## config.mk

```make
export PLATFORM = sky130hd
export DESIGN_NAME = tmc_timer
export DESIGN_NICKNAME = d
export VERILOG_FILES = /design/src/tmc_pkg.sv /design/src/tmc_sync.sv /design/src/tmc_timer.sv
export SDC_FILE = /design/constraint.sdc
export NUM_CORES = 1
export LEC_CHECK = 0
export ABC_AREA = 1
export BUFFER_PORTS_ARGS = -buffer_cell sky130_fd_sc_hd__buf_2
export CELL_PAD_IN_SITES_DETAIL_PLACEMENT = 0
export CELL_PAD_IN_SITES_GLOBAL_PLACEMENT = 1
export CORE_MARGIN = 2
export CORE_UTILIZATION = 36
export DETAILED_ROUTE_END_ITERATION = 6
export PLACE_DENSITY_LB_ADDON = 0.2
export SYNTH_ARGS = -nofsm -noshare
export SYNTH_HDL_FRONTEND = slang
export SYNTH_SLANG_ARGS = --single-unit
```

## constraint.sdc

```tcl
create_clock -name CLK -period 2.15 [get_ports CLK]
set_input_delay 0.645 -clock CLK [delete_from_list [all_inputs] [get_ports CLK]]
set_output_delay 0.645 -clock CLK [all_outputs]
set_load 0.05 [all_outputs]
```

## src/tmc_pkg.sv

```systemverilog
// Shared constants and types of the two-mode timer/counter channel.
`default_nettype none
package tmc_pkg;

	// ==========================================================
	// Register byte offsets on the bus
	localparam int          ADDR_W      = 5;
	localparam logic [4:0]  OFF_MODE    = 5'h00;
	localparam logic [4:0]  OFF_CTRL    = 5'h04;
	localparam logic [4:0]  OFF_CNT_LO  = 5'h08;
	localparam logic [4:0]  OFF_CNT_HI  = 5'h0c;
	localparam logic [4:0]  OFF_STAT    = 5'h10;
	localparam logic [4:0]  OFF_MASK    = 5'h14;

	// ==========================================================
	// Field positions
	localparam int MODE_LO_BIT  = 0;
	localparam int MODE_HI_BIT  = 1;
	localparam int CSEL_BIT     = 2;
	localparam int GATE_BIT     = 3;
	localparam int HALF_BIT     = 4;
	localparam int EXT_TYPE_BIT = 0;
	localparam int EXT_FLAG_BIT = 1;
	localparam int RUN_BIT      = 4;
	localparam int OVF_BIT      = 5;
	localparam int ST_OVF_BIT   = 0;
	localparam int ST_EXT_BIT   = 1;

	// ==========================================================
	// Reset values
	localparam logic [7:0] RST_BYTE = 8'h00;
	localparam logic [1:0] RST_FLAGS = 2'h0;

	// ==========================================================
	// Timing: one state is two clocks, a peripheral cycle six states
	localparam int         CLK_PERIOD_NS     = 100;
	localparam int         CLKS_PER_STATE    = 2;
	localparam int         STATES_PER_PCYCLE = 6;
	localparam int         PCYCLE_CLKS       = CLKS_PER_STATE * STATES_PER_PCYCLE;
	localparam logic [3:0] PHASE_LAST        = 4'(PCYCLE_CLKS - 1);
	localparam logic [3:0] SAMPLE_PHASE      = 4'((5 - 1) * CLKS_PER_STATE + 1);
	localparam logic [3:0] UPDATE_PHASE      = 4'((3 - 1) * CLKS_PER_STATE);

	// ==========================================================
	// Types
	typedef enum logic [1:0] {MODE_13BIT, MODE_16BIT, MODE_RSVD2, MODE_RSVD3} tmc_mode_type;
	typedef enum {BUS_IDLE, BUS_ACK} tmc_bus_state_type;

endpackage
`default_nettype wire

```

## src/tmc_sync.sv

```systemverilog
// Two-flop synchroniser for a group of asynchronous input pins.
`timescale 1ns/100ps
`default_nettype none
module tmc_sync #(
	parameter int WIDTH = 2
) (
	input  wire logic             clk,
	input  wire logic             rst,
	input  wire logic [WIDTH-1:0] din,
	output var  logic [WIDTH-1:0] dout
);

	logic [WIDTH-1:0] meta_r;

	// ==========================================================
	// Per-bit stages
	// Reset value is high so an idle pin does not look like a falling edge.
	genvar i;
	generate
		for (i = 0; i < WIDTH; i++) begin : g_bit
			always_ff @(posedge clk) begin
				if (rst) begin
					meta_r[i] <= 1'b1;
					dout[i]   <= 1'b1;
				end else begin
					meta_r[i] <= din[i];
					dout[i]   <= meta_r[i];
				end
			end
		end
	endgenerate

endmodule
`default_nettype wire

```

## src/tmc_timer.sv

```systemverilog
// Timer/counter channel in 13-bit and 16-bit modes with an Avalon-MM slave.
// Operation
// - Count is a high byte and low byte in cascade; high overflow sets flag.
// - Setting run starts counting without touching the count bytes.
// - Counter-select clear counts divided clock; set counts count-pin falling edges.
// - Timer operation advances the count by one per peripheral cycle.
// - Baud and clock-out modes advance at system clock divided by two.
// - Count pin sampled once per peripheral cycle; high then low increments.
// - Incremented value appears at the next update state phase.
// - One falling edge takes twelve states; top count rate is clock/24.
// - Mode register bits 0-4 and control bits 0,4 configure the channel; control bits 1,5 are flags.
// - Gate clear: run alone enables; gate and run: gate pin also controls.
// - Rollover from all ones to zeros sets overflow flag and requests interrupt.
// - Mode 0 is 13-bit: five-bit prescaler in low byte feeds high byte.
// - Mode 1 is full 16-bit with bytes in cascade.
// - Overflow flag clears automatically when its interrupt is serviced.
//
// Chosen here: the register addresses and the Avalon-MM slave port.
`timescale 1ns/100ps
`default_nettype none
module tmc_timer
	import tmc_pkg::*;
(
	input  wire logic              CLK,
	input  wire logic              SYS_RST,
	input  wire logic [ADDR_W-1:0] AVS_ADDRESS,
	input  wire logic              AVS_READ,
	input  wire logic              AVS_WRITE,
	input  wire logic [31:0]       AVS_WRITEDATA,
	input  wire logic [3:0]        AVS_BYTEENABLE,
	output var  logic [31:0]       AVS_READDATA,
	output var  logic              AVS_WAITREQUEST,
	input  wire logic              COUNT_PIN,
	input  wire logic              GATE_INTERRUPT_PIN,
	input  wire logic              INT_ACK,
	output var  logic              OVERFLOW_REQ,
	output var  logic              IRQ
);

	// ==========================================================
	// Declarations
	logic              count_pin_s;
	logic              gate_pin_s;
	tmc_bus_state_type bus_state_r, bus_state_nxt;
	logic              waitreq_r, waitreq_nxt;
	logic [31:0]       rdata_r, rdata_nxt;
	logic [7:0]        timer_mode_register_r, timer_mode_register_nxt;
	logic              ext_interrupt_type_r, ext_interrupt_type_nxt;
	logic              run_bit_r, run_bit_nxt;
	logic [7:0]        count_low_byte_r, count_low_byte_nxt;
	logic [7:0]        count_high_byte_r, count_high_byte_nxt;
	logic [1:0]        status_r, status_nxt;
	logic [1:0]        mask_r, mask_nxt;
	logic              irq_r, irq_nxt;
	logic [3:0]        phase_r, phase_nxt;
	logic              half_r, half_nxt;
	logic              sample_r, sample_nxt;
	logic              pend_r, pend_nxt;
	logic              gate_prev_r, gate_prev_nxt;
	logic              wr_en, sel_counter, gate_bit, enable, tick;
	logic              at_update, at_sample, ovf_set, ext_set;
	logic [16:0]       sum16;
	logic [8:0]        sum_hi;
	tmc_mode_type      mode;

	// ==========================================================
	// Pin synchronisers
	tmc_sync #(.WIDTH(2)) u_sync (
		.clk  (CLK),
		.rst  (SYS_RST),
		.din  ({GATE_INTERRUPT_PIN, COUNT_PIN}),
		.dout ({gate_pin_s, count_pin_s})
	);

	// ==========================================================
	// Decode
	assign mode        = tmc_mode_type'({timer_mode_register_r[MODE_HI_BIT],
		timer_mode_register_r[MODE_LO_BIT]});
	assign sel_counter = timer_mode_register_r[CSEL_BIT];
	assign gate_bit    = timer_mode_register_r[GATE_BIT];
	assign enable      = run_bit_r && (!gate_bit || gate_pin_s);
	assign at_update   = (phase_r == UPDATE_PHASE);
	assign at_sample   = (phase_r == SAMPLE_PHASE);
	assign wr_en       = (bus_state_r == BUS_ACK) && AVS_WRITE && AVS_BYTEENABLE[0];
	assign sum16       = {1'b0, count_high_byte_r, count_low_byte_r} + 17'h00001;
	assign sum_hi      = {1'b0, count_high_byte_r} + 9'h001;

	// ==========================================================
	// Count source and tick
	// Half rate runs off the clock, so it does not wait for the update phase.
	always_comb begin
		phase_nxt = (phase_r == PHASE_LAST) ? 4'h0 : phase_r + 4'h1;
		half_nxt  = !half_r;
		sample_nxt = sample_r;
		pend_nxt   = pend_r;
		if (at_sample) begin
			sample_nxt = count_pin_s;
			if (sample_r && !count_pin_s) begin
				pend_nxt = 1'b1;
			end
		end
		if (at_update && pend_r) begin
			pend_nxt = 1'b0;
		end
		if (sel_counter) begin
			tick = at_update && pend_r;
		end else if (timer_mode_register_r[HALF_BIT]) begin
			tick = half_r;
		end else begin
			tick = at_update;
		end
	end

	always_ff @(posedge CLK) begin
		if (SYS_RST) begin
			phase_r  <= 4'h0;
			half_r   <= 1'b0;
			sample_r <= 1'b1;
			pend_r   <= 1'b0;
		end else begin
			phase_r  <= phase_nxt;
			half_r   <= half_nxt;
			sample_r <= sample_nxt;
			pend_r   <= pend_nxt;
		end
	end

	// ==========================================================
	// Count bytes
	// A bus write to a count byte wins over a same-cycle count of that byte; software stops the channel first.
	always_comb begin
		count_low_byte_nxt  = count_low_byte_r;
		count_high_byte_nxt = count_high_byte_r;
		ovf_set             = 1'b0;
		if (tick && enable) begin
			case (mode)
				MODE_13BIT: begin
					count_low_byte_nxt[4:0] = count_low_byte_r[4:0] + 5'h01;
					if (count_low_byte_r[4:0] == 5'h1f) begin
						count_high_byte_nxt = sum_hi[7:0];
						ovf_set             = sum_hi[8];
					end
				end
				MODE_16BIT: begin
					count_low_byte_nxt  = sum16[7:0];
					count_high_byte_nxt = sum16[15:8];
					ovf_set             = sum16[16];
				end
				default: begin
					count_low_byte_nxt = count_low_byte_r;
				end
			endcase
		end
		if (wr_en && AVS_ADDRESS == OFF_CNT_LO) begin
			count_low_byte_nxt = AVS_WRITEDATA[7:0];
		end
		if (wr_en && AVS_ADDRESS == OFF_CNT_HI) begin
			count_high_byte_nxt = AVS_WRITEDATA[7:0];
		end
	end

	always_ff @(posedge CLK) begin
		if (SYS_RST) begin
			count_low_byte_r  <= RST_BYTE;
			count_high_byte_r <= RST_BYTE;
		end else begin
			count_low_byte_r  <= count_low_byte_nxt;
			count_high_byte_r <= count_high_byte_nxt;
		end
	end

	// ==========================================================
	// Control, flags and interrupt
	// Level-type external flag re-sets each cycle the pin is low.
	always_comb begin
		timer_mode_register_nxt = timer_mode_register_r;
		ext_interrupt_type_nxt  = ext_interrupt_type_r;
		run_bit_nxt             = run_bit_r;
		mask_nxt                = mask_r;
		status_nxt              = status_r;
		gate_prev_nxt           = gate_pin_s;
		ext_set = ext_interrupt_type_r ? (gate_prev_r && !gate_pin_s) : !gate_pin_s;
		if (wr_en && AVS_ADDRESS == OFF_MODE) begin
			timer_mode_register_nxt = {3'h0, AVS_WRITEDATA[4:0]};
		end
		if (wr_en && AVS_ADDRESS == OFF_CTRL) begin
			ext_interrupt_type_nxt = AVS_WRITEDATA[EXT_TYPE_BIT];
			run_bit_nxt            = AVS_WRITEDATA[RUN_BIT];
		end
		if (wr_en && AVS_ADDRESS == OFF_MASK) begin
			mask_nxt = AVS_WRITEDATA[1:0];
		end
		if (wr_en && AVS_ADDRESS == OFF_STAT) begin
			status_nxt = status_r & ~AVS_WRITEDATA[1:0];
		end
		if (INT_ACK) begin
			status_nxt[ST_OVF_BIT] = 1'b0;
		end
		if (ovf_set) begin
			status_nxt[ST_OVF_BIT] = 1'b1;
		end
		if (ext_set) begin
			status_nxt[ST_EXT_BIT] = 1'b1;
		end
		irq_nxt = |(status_nxt & mask_nxt);
	end

	always_ff @(posedge CLK) begin
		if (SYS_RST) begin
			timer_mode_register_r <= RST_BYTE;
			ext_interrupt_type_r  <= 1'b0;
			run_bit_r             <= 1'b0;
			mask_r                <= RST_FLAGS;
			status_r              <= RST_FLAGS;
			irq_r                 <= 1'b0;
			gate_prev_r           <= 1'b1;
		end else begin
			timer_mode_register_r <= timer_mode_register_nxt;
			ext_interrupt_type_r  <= ext_interrupt_type_nxt;
			run_bit_r             <= run_bit_nxt;
			mask_r                <= mask_nxt;
			status_r              <= status_nxt;
			irq_r                 <= irq_nxt;
			gate_prev_r           <= gate_prev_nxt;
		end
	end

	// ==========================================================
	// Bus slave: one wait cycle, then answer
	always_comb begin
		bus_state_nxt = bus_state_r;
		waitreq_nxt   = 1'b1;
		rdata_nxt     = rdata_r;
		case (bus_state_r)
			BUS_IDLE: begin
				if (AVS_READ || AVS_WRITE) begin
					bus_state_nxt = BUS_ACK;
					waitreq_nxt   = 1'b0;
					rdata_nxt     = 32'h00000000;
					case (AVS_ADDRESS)
						OFF_MODE:   rdata_nxt[7:0] = timer_mode_register_r;
						OFF_CTRL:   rdata_nxt[7:0] = {2'h0, status_r[ST_OVF_BIT], run_bit_r,
							2'h0, status_r[ST_EXT_BIT], ext_interrupt_type_r};
						OFF_CNT_LO: rdata_nxt[7:0] = count_low_byte_r;
						OFF_CNT_HI: rdata_nxt[7:0] = count_high_byte_r;
						OFF_STAT:   rdata_nxt[1:0] = status_r;
						OFF_MASK:   rdata_nxt[1:0] = mask_r;
						default:    rdata_nxt      = 32'h00000000;
					endcase
				end
			end
			BUS_ACK: begin
				bus_state_nxt = BUS_IDLE;
			end
			default: begin
				bus_state_nxt = BUS_IDLE;
			end
		endcase
	end

	always_ff @(posedge CLK) begin
		if (SYS_RST) begin
			bus_state_r <= BUS_IDLE;
			waitreq_r   <= 1'b1;
			rdata_r     <= 32'h00000000;
		end else begin
			bus_state_r <= bus_state_nxt;
			waitreq_r   <= waitreq_nxt;
			rdata_r     <= rdata_nxt;
		end
	end

	assign AVS_WAITREQUEST = waitreq_r;
	assign AVS_READDATA    = rdata_r;
	assign OVERFLOW_REQ    = status_r[ST_OVF_BIT];
	assign IRQ             = irq_r;
endmodule
`default_nettype wire

```

---- Word-level counts from Yosys, hierarchy flattened ----
Cells that the tools add are included.
W data, S select, Z words.
storage, ports and cells
  flip-flop bits (word level) ............. 50
  bits of input ports ..................... 48
  output and inout bits ................... 35
  word-level logic and storage cells ...... 98
cells by class
  $add $sub $neg .......................... 4
  eq/ne operators ......................... 11
  multiplexer cells ....................... 22
  bitwise logic cells ..................... 4
  reductions and logical operators ........ 36
operator list
  operator                 number
  $mux W8                  5
  $logic_not A32 Y1        1
  $pmux W6 S4              1
  $add A16 B1 Y17 const B  1
  $pmux W8 S2              1
  $eq A5 B5 Y1 const B     3
  $logic_and A1 B1 Y1      13
  $pmux W2 S6              1
  $eq A5 B4 Y1 const B     2
  $pmux W5 S2              1
  $add A8 B1 Y9 const B    1
  $mux W1                  9
  $eq A4 B4 Y1 const B     2
  $reduce_and A2 Y1        4
  $reduce_or A2 Y1         4
  $reduce_bool A2 Y1       3
  $reduce_bool A3 Y1       2
  $add A5 B1 Y5 const B    1
  $eq A5 B3 Y1 const B     1
  $logic_not A5 Y1         1
  $add A4 B1 Y4 const B    1
  $and A2 B2 Y2            2
  $eq A4 B3 Y1 const B     1
  $logic_not A1 Y1         4
  10 further kinds         12

---- Longest topological paths before layout ----
Gate-level depths: netlist of the first run.
  word-level depth ........................ 8
  gate-level depth with buffers ........... 13
  depth with buffers taken out ............ 12

---- Modules after synthesis ----
A second synthesis of the first run with hierarchy kept.
second synthesis, totals
  cells, all modules ...................... 447
  area total of the unflattened synthesis .. 2901.5 um2
by module, submodules not included
  module     times used  cells an instance  area each (um2)  sequential area each (um2)
  tmc_timer  1           434                2785.2           920.9
  tmc_sync   1           13                 116.4            80.1

---- Worst setup path before layout of the first run ----
OpenSTA, ideal clock, no wires.
  path type ............................... input -> register
  start point ............................. in AVS_ADDRESS[1]
  end point ............................... reg irq_r (netlist: IRQ)
  setup time .............................. 112 ps
  arrival time ............................ 1484 ps
  data required time ...................... 2038 ps
  path slack .............................. 554 ps
  stages on the path ...................... 8
  buffers on the path ..................... 0
  cells stage by stage .................... nor2_4 -> nand3_1 -> nor2_2 -> nand2_1 -> o21ai_0 -> nor2_1 -> nand2_1 -> nand2_1
on the way
  cells in the longest elaborated chain, start to end .. 7
  elaborated cells on any way between the ends .. 11
  classes of those cells .................. eq/ne: 2; mux: 5; bitwise: 1; reduce/logical: 3
RTL lines
  item                  line              RTL
  start, declared       tmc_timer.sv:26   input wire logic [ADDR_W-1:0] AVS_ADDRESS,
  $eq A5 B5 Y1          tmc_timer.sv:193  if (wr_en && AVS_ADDRESS == OFF_STAT) begin
  $logic_and A1 B1 Y1   tmc_timer.sv:193
  $mux W2               tmc_timer.sv:193
  $mux W1               tmc_timer.sv:196  if (INT_ACK) begin
  $mux W1               tmc_timer.sv:199  if (ovf_set) begin
  $and A2 B2 Y2 *       tmc_timer.sv:205  irq_nxt = |(status_nxt & mask_nxt);
  $reduce_or A2 Y1 *    tmc_timer.sv:205
  end signal, assigned  tmc_timer.sv:223  irq_r <= irq_nxt;
  end, declared         tmc_timer.sv:54   logic irq_r, irq_nxt;
Mark *: on every way between the ends. The rest lies on a longest branch, timed or not.
A chain may end at the register's enable or synchronous reset.

---- Worst setup path after layout of the first run ----
  start point ............................. reg count_low_byte_r[0]
  end point ............................... reg count_high_byte_r[3]
on the way
  cells in the longest elaborated chain, start to end .. 4
  elaborated cells on any way between the ends .. 7
  classes of those cells .................. add/sub: 1; eq/ne: 2; mux: 3; reduce/logical: 1
RTL lines
  item                    line              RTL
  start, declared         tmc_timer.sv:50   logic [7:0] count_low_byte_r, count_low_byte_nxt;
  start signal, assigned  tmc_timer.sv:167  count_low_byte_r <= count_low_byte_nxt;
  $add A16 B1 Y17         tmc_timer.sv:85   assign sum16 = {1'b0, count_high_byte_r, count_low_byte_r} + 17'h00001;
  $pmux W8 S2             tmc_timer.sv:136  case (mode)
  $mux W8                 tmc_timer.sv:135  if (tick && enable) begin
  $mux W8                 tmc_timer.sv:157  if (wr_en && AVS_ADDRESS == OFF_CNT_HI) begin
  end signal, assigned    tmc_timer.sv:168  count_high_byte_r <= count_high_byte_nxt;
  end, declared           tmc_timer.sv:51   logic [7:0] count_high_byte_r, count_high_byte_nxt;
Parallel ways exist; a longest one is shown, timed or not. The select of a mux whose other input is x is not followed.

==> results of run 1 <==
layout make-up:
cell class / instances / area (um2) / area share, %
flip-flops and latches: 50 / 1001 / 30.03
inverters: 53 / 200.2 / 6.006
clock inverters: 3 / 28.78 / 0.8634
clock buffers: 5 / 68.82 / 2.065
multi-input cells: 344 / 1673 / 50.19
repair buffers: 41 / 230.2 / 6.907
well taps: 105 / 131.4 / 3.941
registers in the layout, summed over array words and instances, names as in the netlist, 2 cells and up:
register	cells
count_high_byte_r	8
u_sync.meta_r	2
count_low_byte_r	8
phase_r	4
timer_mode_register_r	5
mask_r	2
AVS_READDATA	8
u_sync.dout	2
status_r	2
worst paths after layout:
kind / to / slack, ns / cells past startpoint
setup reg to reg: count_high_byte_r[3]$_SDFFE_PP0P_ / 0.24 / 10
setup / recovery: count_high_byte_r[3]$_SDFFE_PP0P_ / 0.24 / 10
hold / removal: half_r$_SDFF_PP0_ / 0.42 / 1
hold reg to reg: half_r$_SDFF_PP0_ / 0.42 / 1
power by group:
group | leakage [nW] | switching [mW] | internal (mW) | total, mW
registers | 0.406 | 0.00992 | 0.941 | 0.951
logic | 0.998 | 0.174 | 0.0425 | 0.216
clock network | 0.0502 | 0.371 | 0.242 | 0.613
total | 1.45 | 0.554 | 1.23 | 1.78
worst reg2reg max path, delay by kind of cell (launching register included):
kind | cells | cell delay, ns
AO/OA/AOI/OAI | 1 | 0.15
adder cells (fa/ha/maj) | 2 | 0.36
flip-flops | 1 | 0.39
AND/OR/NAND/NOR | 7 | 0.93
cell usage in the layout (no fill, tap or decap), types with 3 or more instances in the layout:
cell      count
inv_1        48
clkbuf_8      5
ha_1          6
a21oi_1      31
nor3_1        3
buf_4        10
or2_2         4
buf_2        31
nor2_4        5
nand4_1       5
nor2_2        4
nor2_1       45
nand2_1     126
inv_2         3
conb_1       24
o21ai_0      24
o211ai_1      3
dfxtp_1      50
nand2_2       6
nand3_1      41
metal layers:
layer	up-vias	wire, um	GRT usage, %
met5	-	0	0
met4	0	62	4.881
met3	7	267	2.609
met2	43	3512	29.17
met1	1256	3784	25.37
li1	1481	-	-
kinds of logic (layout without fill, tap and decap cells):
kind of cell	after synthesis	after routing	synth area share [%]
flip-flops	50	50	33.22
AND/OR/NAND/NOR	246	246	37.25
XOR/XNOR	3	3	0.8723
adder cells (fa/ha/maj)	6	6	2.492
other	1	24	0.1245
buffers and inverters	84	102	14.12
AO/OA/AOI/OAI	65	65	11.92
==> results_dict.tcl, run 1 <==
set metrics [dict create \
    yosysSeqAreaShare_pct 33.22 \
    synth-edff-count 0 \
    r2r-start "count_low_byte_r[0]$_SDFFE_PP0P_" \
    drcViolationCount 0 \
    rsz0062_at_grt "no" \
    nFillCells 933 \
    wire_per_inst_um 12.69 \
    clock.fmax_ghz 0.5249 \
    synth.most_common_cell "nand2_1" \
    clock-skew-final_ns 0.01057 \
    row_count 33 \
    synth_commonest_cells "nand2_1 (126), dfxtp_1 (50), inv_1 (48)" \
    num_io_pins 83 \
    hold_viol 0 \
    drtPass1Iterations 4 \
    synthTopCellsByArea "dfxtp_1 (33%), nand2_1 (16%), nand3_1 (6.8%)" \
    core_mm2 0.008175 \
    synth_top_area_share_pct 33.22 \
    syn2layout_area_growth_pct 10.63 \
    start_kind "flop" \
    ctsResizeCount 0 \
    crit_chain "ha_1 -> nand2_1 -> nor2_1 -> ha_1 -> nand2_1 -> nand2_1 -> nand3_4 -> nor2_4 -> nand3_1 -> a21oi_1" \
    vias_per_cell 4.637 \
    synth-async-reset-ratio_pct 0 \
    power.leakage_nw 1.453 \
    drive_gt1_share_pct 16.13 \
    synth_cells 455 \
    nets 549 \
    irDropWorstVdd_mv 0.2536 \
    ant_nets 0 \
    cts_max_level 2 \
    synth.largest_area_cell "dfxtp_1" \
    dieArea_mm2 0.009116 \
    finalCritPeriodShare_pct 88.61 \
    fin_cells 601 \
    cts_tree "yes" \
    placed_area_mm2 0.003236 \
    grt_pass1_vias 2650 \
    grt_max_degree 31 \
    grt_usage_pct 18.13 \
    path_delay_family "simple AND/OR/NAND/NOR gates" \
    crit_slowest_cell "dfxtp_1" \
    routed_wl_mm 7.627 \
    holdBufCountCts 0 \
    die_h_um 95.48 \
    finalWeightedCongestion 0.8275 \
    synth_seq_cells 50 \
    worstSkewPairLatency_ns 0.32 \
    dp.cells 593 \
    cp-startpoint "count_low_byte_r[0]$_SDFFE_PP0P_" \
    fin_ws_ns 0.2448 \
    cts-root-buf "clkbuf_8" \
    overflow 0 \
    endpoint_kind "flop" \
    postLayoutCoreUtil_pct 40.77 \
    required_ns 2.39 \
    status "finished clean" \
    cpMostUsedCell "nand2_1" \
    fin_crit_ns 1.905 \
    design_area_mm2 0.003333 \
    grt_pass1_wl_mm 12.81 \
    synth_area_mm2 0.003013 \
    tns_ns 0 \
    cap_violations 0 \
    synth_ff_type "dfxtp_1" \
    yosysUniqueCellTypes 34 \
    drv_slew 0 \
    holdWs_ns 0.4195 \
    clock_sinks 50 \
    synth_warnings 0 \
    cts_max_path_buffers 2 \
    vias 2787 \
    numCtsBuffers 5 \
    clkTransAtPathRegs_ns 0.11 \
    avgSynthCellArea_um2 6.622 \
    cp.arrival_ns 2.15 \
    num_antenna_cells 0 \
    hpwl_mm 5.949 \
    crit_type "flop to flop" \
    io_buffers 31 \
    initial_core_util_pct 36.85 \
    power.density_mw_per_mm2 533.9 \
    finalPower_mw 1.780 \
    die_w_um 95.48 \
    slowest_delay_ns 0.39 \
    crit_fanout 11 \
    finalSetupViolations 0 \
    cp_num_buf_inv 0 \
    hold_class "flop to flop" \
    antenna_found_initial 0 \
    place_worst_setup_slack_ns 0.2500 \
    hp-start "half_r$_SDFF_PP0_" \
    cts_setup_buffers 0 \
    drtIter0Drc 111 \
]
No activity file was read; power rests on OpenSTA's default activity.
==> run 2, diff against run 1 <==
--- a/config.mk
+++ b/config.mk
@@ -9,7 +9,6 @@
 export BUFFER_PORTS_ARGS = -buffer_cell sky130_fd_sc_hd__buf_2
 export CELL_PAD_IN_SITES_DETAIL_PLACEMENT = 0
 export CELL_PAD_IN_SITES_GLOBAL_PLACEMENT = 1
-export CORE_MARGIN = 2
 export CORE_UTILIZATION = 36
 export DETAILED_ROUTE_END_ITERATION = 6
 export PLACE_DENSITY_LB_ADDON = 0.2
==> results_dict.tcl, run 2 (same netlist as run 1, synthesis figures left out) <==
set metrics [dict create \
    holdBufCountCts 0 \
    hold_viol 0 \
    die_w_um 93.48 \
    grt_max_degree 31 \
    tns_ns 0 \
    finalWeightedCongestion 0.7821 \
    holdPathStages 1 \
    dieArea_mm2 0.008739 \
    clkTransAtPathRegs_ns 0.11 \
    cts-root-buf "clkbuf_8" \
    rr_worst_depth 10 \
    vias_per_cell 4.658 \
    row_count 33 \
    reg2reg_to "count_high_byte_r[2]$_SDFFE_PP0P_" \
    crit_fanout 11 \
    nets 548 \
    cap_violations 0 \
    irDropWorstVdd_mv 0.2715 \
    finalPower_mw 1.766 \
    cp.arrival_ns 2.16 \
    syn2layout_area_growth_pct 10.38 \
    fin_crit_ns 1.915 \
    overflow 0 \
    hold_class "flop to flop" \
    worst_hold_path.endpoint "half_r$_SDFF_PP0_" \
    r2r-start "count_low_byte_r[0]$_SDFFE_PP0P_" \
    drive_gt1_share_pct 15.96 \
    ant_nets 0 \
    grt_pass1_vias 2531 \
    die_h_um 93.48 \
    cts_max_path_buffers 2 \
    worstMarginPinSlew_ns 0.4991 \
    most-common-layout-cells "nand2_1 (126), dfxtp_1 (50), inv_1 (48)" \
    ctsResizeCount 0 \
    num_antenna_cells 0 \
    cts_max_level 2 \
    rsz0062_at_grt "no" \
    cts_setup_buffers 0 \
    vias 2795 \
    required_ns 2.39 \
    power.leakage_nw 1.449 \
    place_worst_setup_slack_ns 0.2190 \
    clock_sinks 50 \
    finalSetupViolations 0 \
    numCtsBuffers 5 \
    start_kind "flop" \
    drtIter0Drc 89 \
    antenna_found_initial 0 \
    drcViolationCount 0 \
    core_mm2 0.008175 \
    postLayoutCoreUtil_pct 40.68 \
    clock.fmax_ghz 0.5222 \
    grt_usage_pct 18.25 \
    worstSkewPairLatency_ns 0.31 \
    finalCritPeriodShare_pct 89.06 \
    grt_pass1_wl_mm 12.33 \
    cts_tree "yes" \
    hpwl_mm 5.908 \
    routed_wl_mm 7.577 \
    final_common_cell "nand2_1" \
    hp-start "half_r$_SDFF_PP0_" \
    initial_core_util_pct 36.85 \
    drtPass1Iterations 4 \
    crit_type "flop to flop" \
    fin_ws_ns 0.2351 \
    fin_cells 600 \
    io_buffers 31 \
    wire_per_inst_um 12.63 \
    status "finished clean" \
    num_io_pins 83 \
    endpoint_kind "flop" \
    ff2ff_setup_slack_ns 0.24 \
    drv_slew 0 \
    clock-skew-final_ns 0.009933 \
    power.density_mw_per_mm2 531.1 \
    dp.cells 592 \
    relSlewSlack_pct 66.69 \
]
-- run 2: cell types whose count changed in the layout (fill, tap and decap cells not counted) --
cell and delta:
buf_4 -1
-- run 2: worst max-delay path by stage --
stage	depth (start not counted)	slack (ns)	endpoint	start
global route	10	0.04	count_high_byte_r[3]$_SDFFE_PP0P_	count_low_byte_r[0]$_SDFFE_PP0P_
CTS	10	0.23	count_high_byte_r[2]$_SDFFE_PP0P_	count_low_byte_r[0]$_SDFFE_PP0P_
global placement	10	0.25	count_high_byte_r[6]$_SDFFE_PP0P_	AVS_ADDRESS[1]
finish	10	0.24	count_high_byte_r[2]$_SDFFE_PP0P_	count_low_byte_r[0]$_SDFFE_PP0P_
detailed placement	10	0.22	count_high_byte_r[6]$_SDFFE_PP0P_	AVS_ADDRESS[1]
floorplan	8	0.55	IRQ$_SDFF_PP0_	AVS_ADDRESS[1]
-- run 2: stage by stage --
step                      instance area [um2]  hold slack, ns
after floorplan                          3099          0.3895
after global placement                   3228          0.3930
after detailed placement                 3228          0.3993
after CTS                                3326          0.4253
after global routing                     3326          0.4364
final                                    3326          0.4170
-- run 2: report_power, final --
part           internal [mW]  switching, mW
Sequential             0.941        0.00980
Clock                  0.242          0.359
Combinational         0.0404          0.174
-- run 2: per-layer routing --
layer	up-vias	global-route usage, %	routed length, um
met5	-	0	0
met4	0	3.462	44
met3	5	2.683	206
met2	40	29.60	3514
met1	1274	25.69	3811
li1	1476	-	-
-- run 2: layout make-up --
| class | instances | area [um2] |
|---|---|---|
| Fill cell | 938 | 4850 |
| Sequential cell | 50 | 1001 |
| Multi-Input combinational cell | 344 | 1673 |
| Inverter | 53 | 200.2 |
| Tap cell | 105 | 131.4 |
| Clock buffer | 5 | 68.82 |
| Timing Repair Buffer | 40 | 222.7 |
| Clock inverter | 3 | 28.78 |
-- run 2: critical path, cell delays in order, from the launching register on --
cell and delay [ns]:
dfxtp_1 0.39, ha_1 0.20, nand2_1 0.11, nor2_1 0.14
ha_1 0.17, nand2_1 0.05, nand2_1 0.11, nand3_4 0.18
nor2_4 0.22, nand3_1 0.11, a21oi_1 0.15
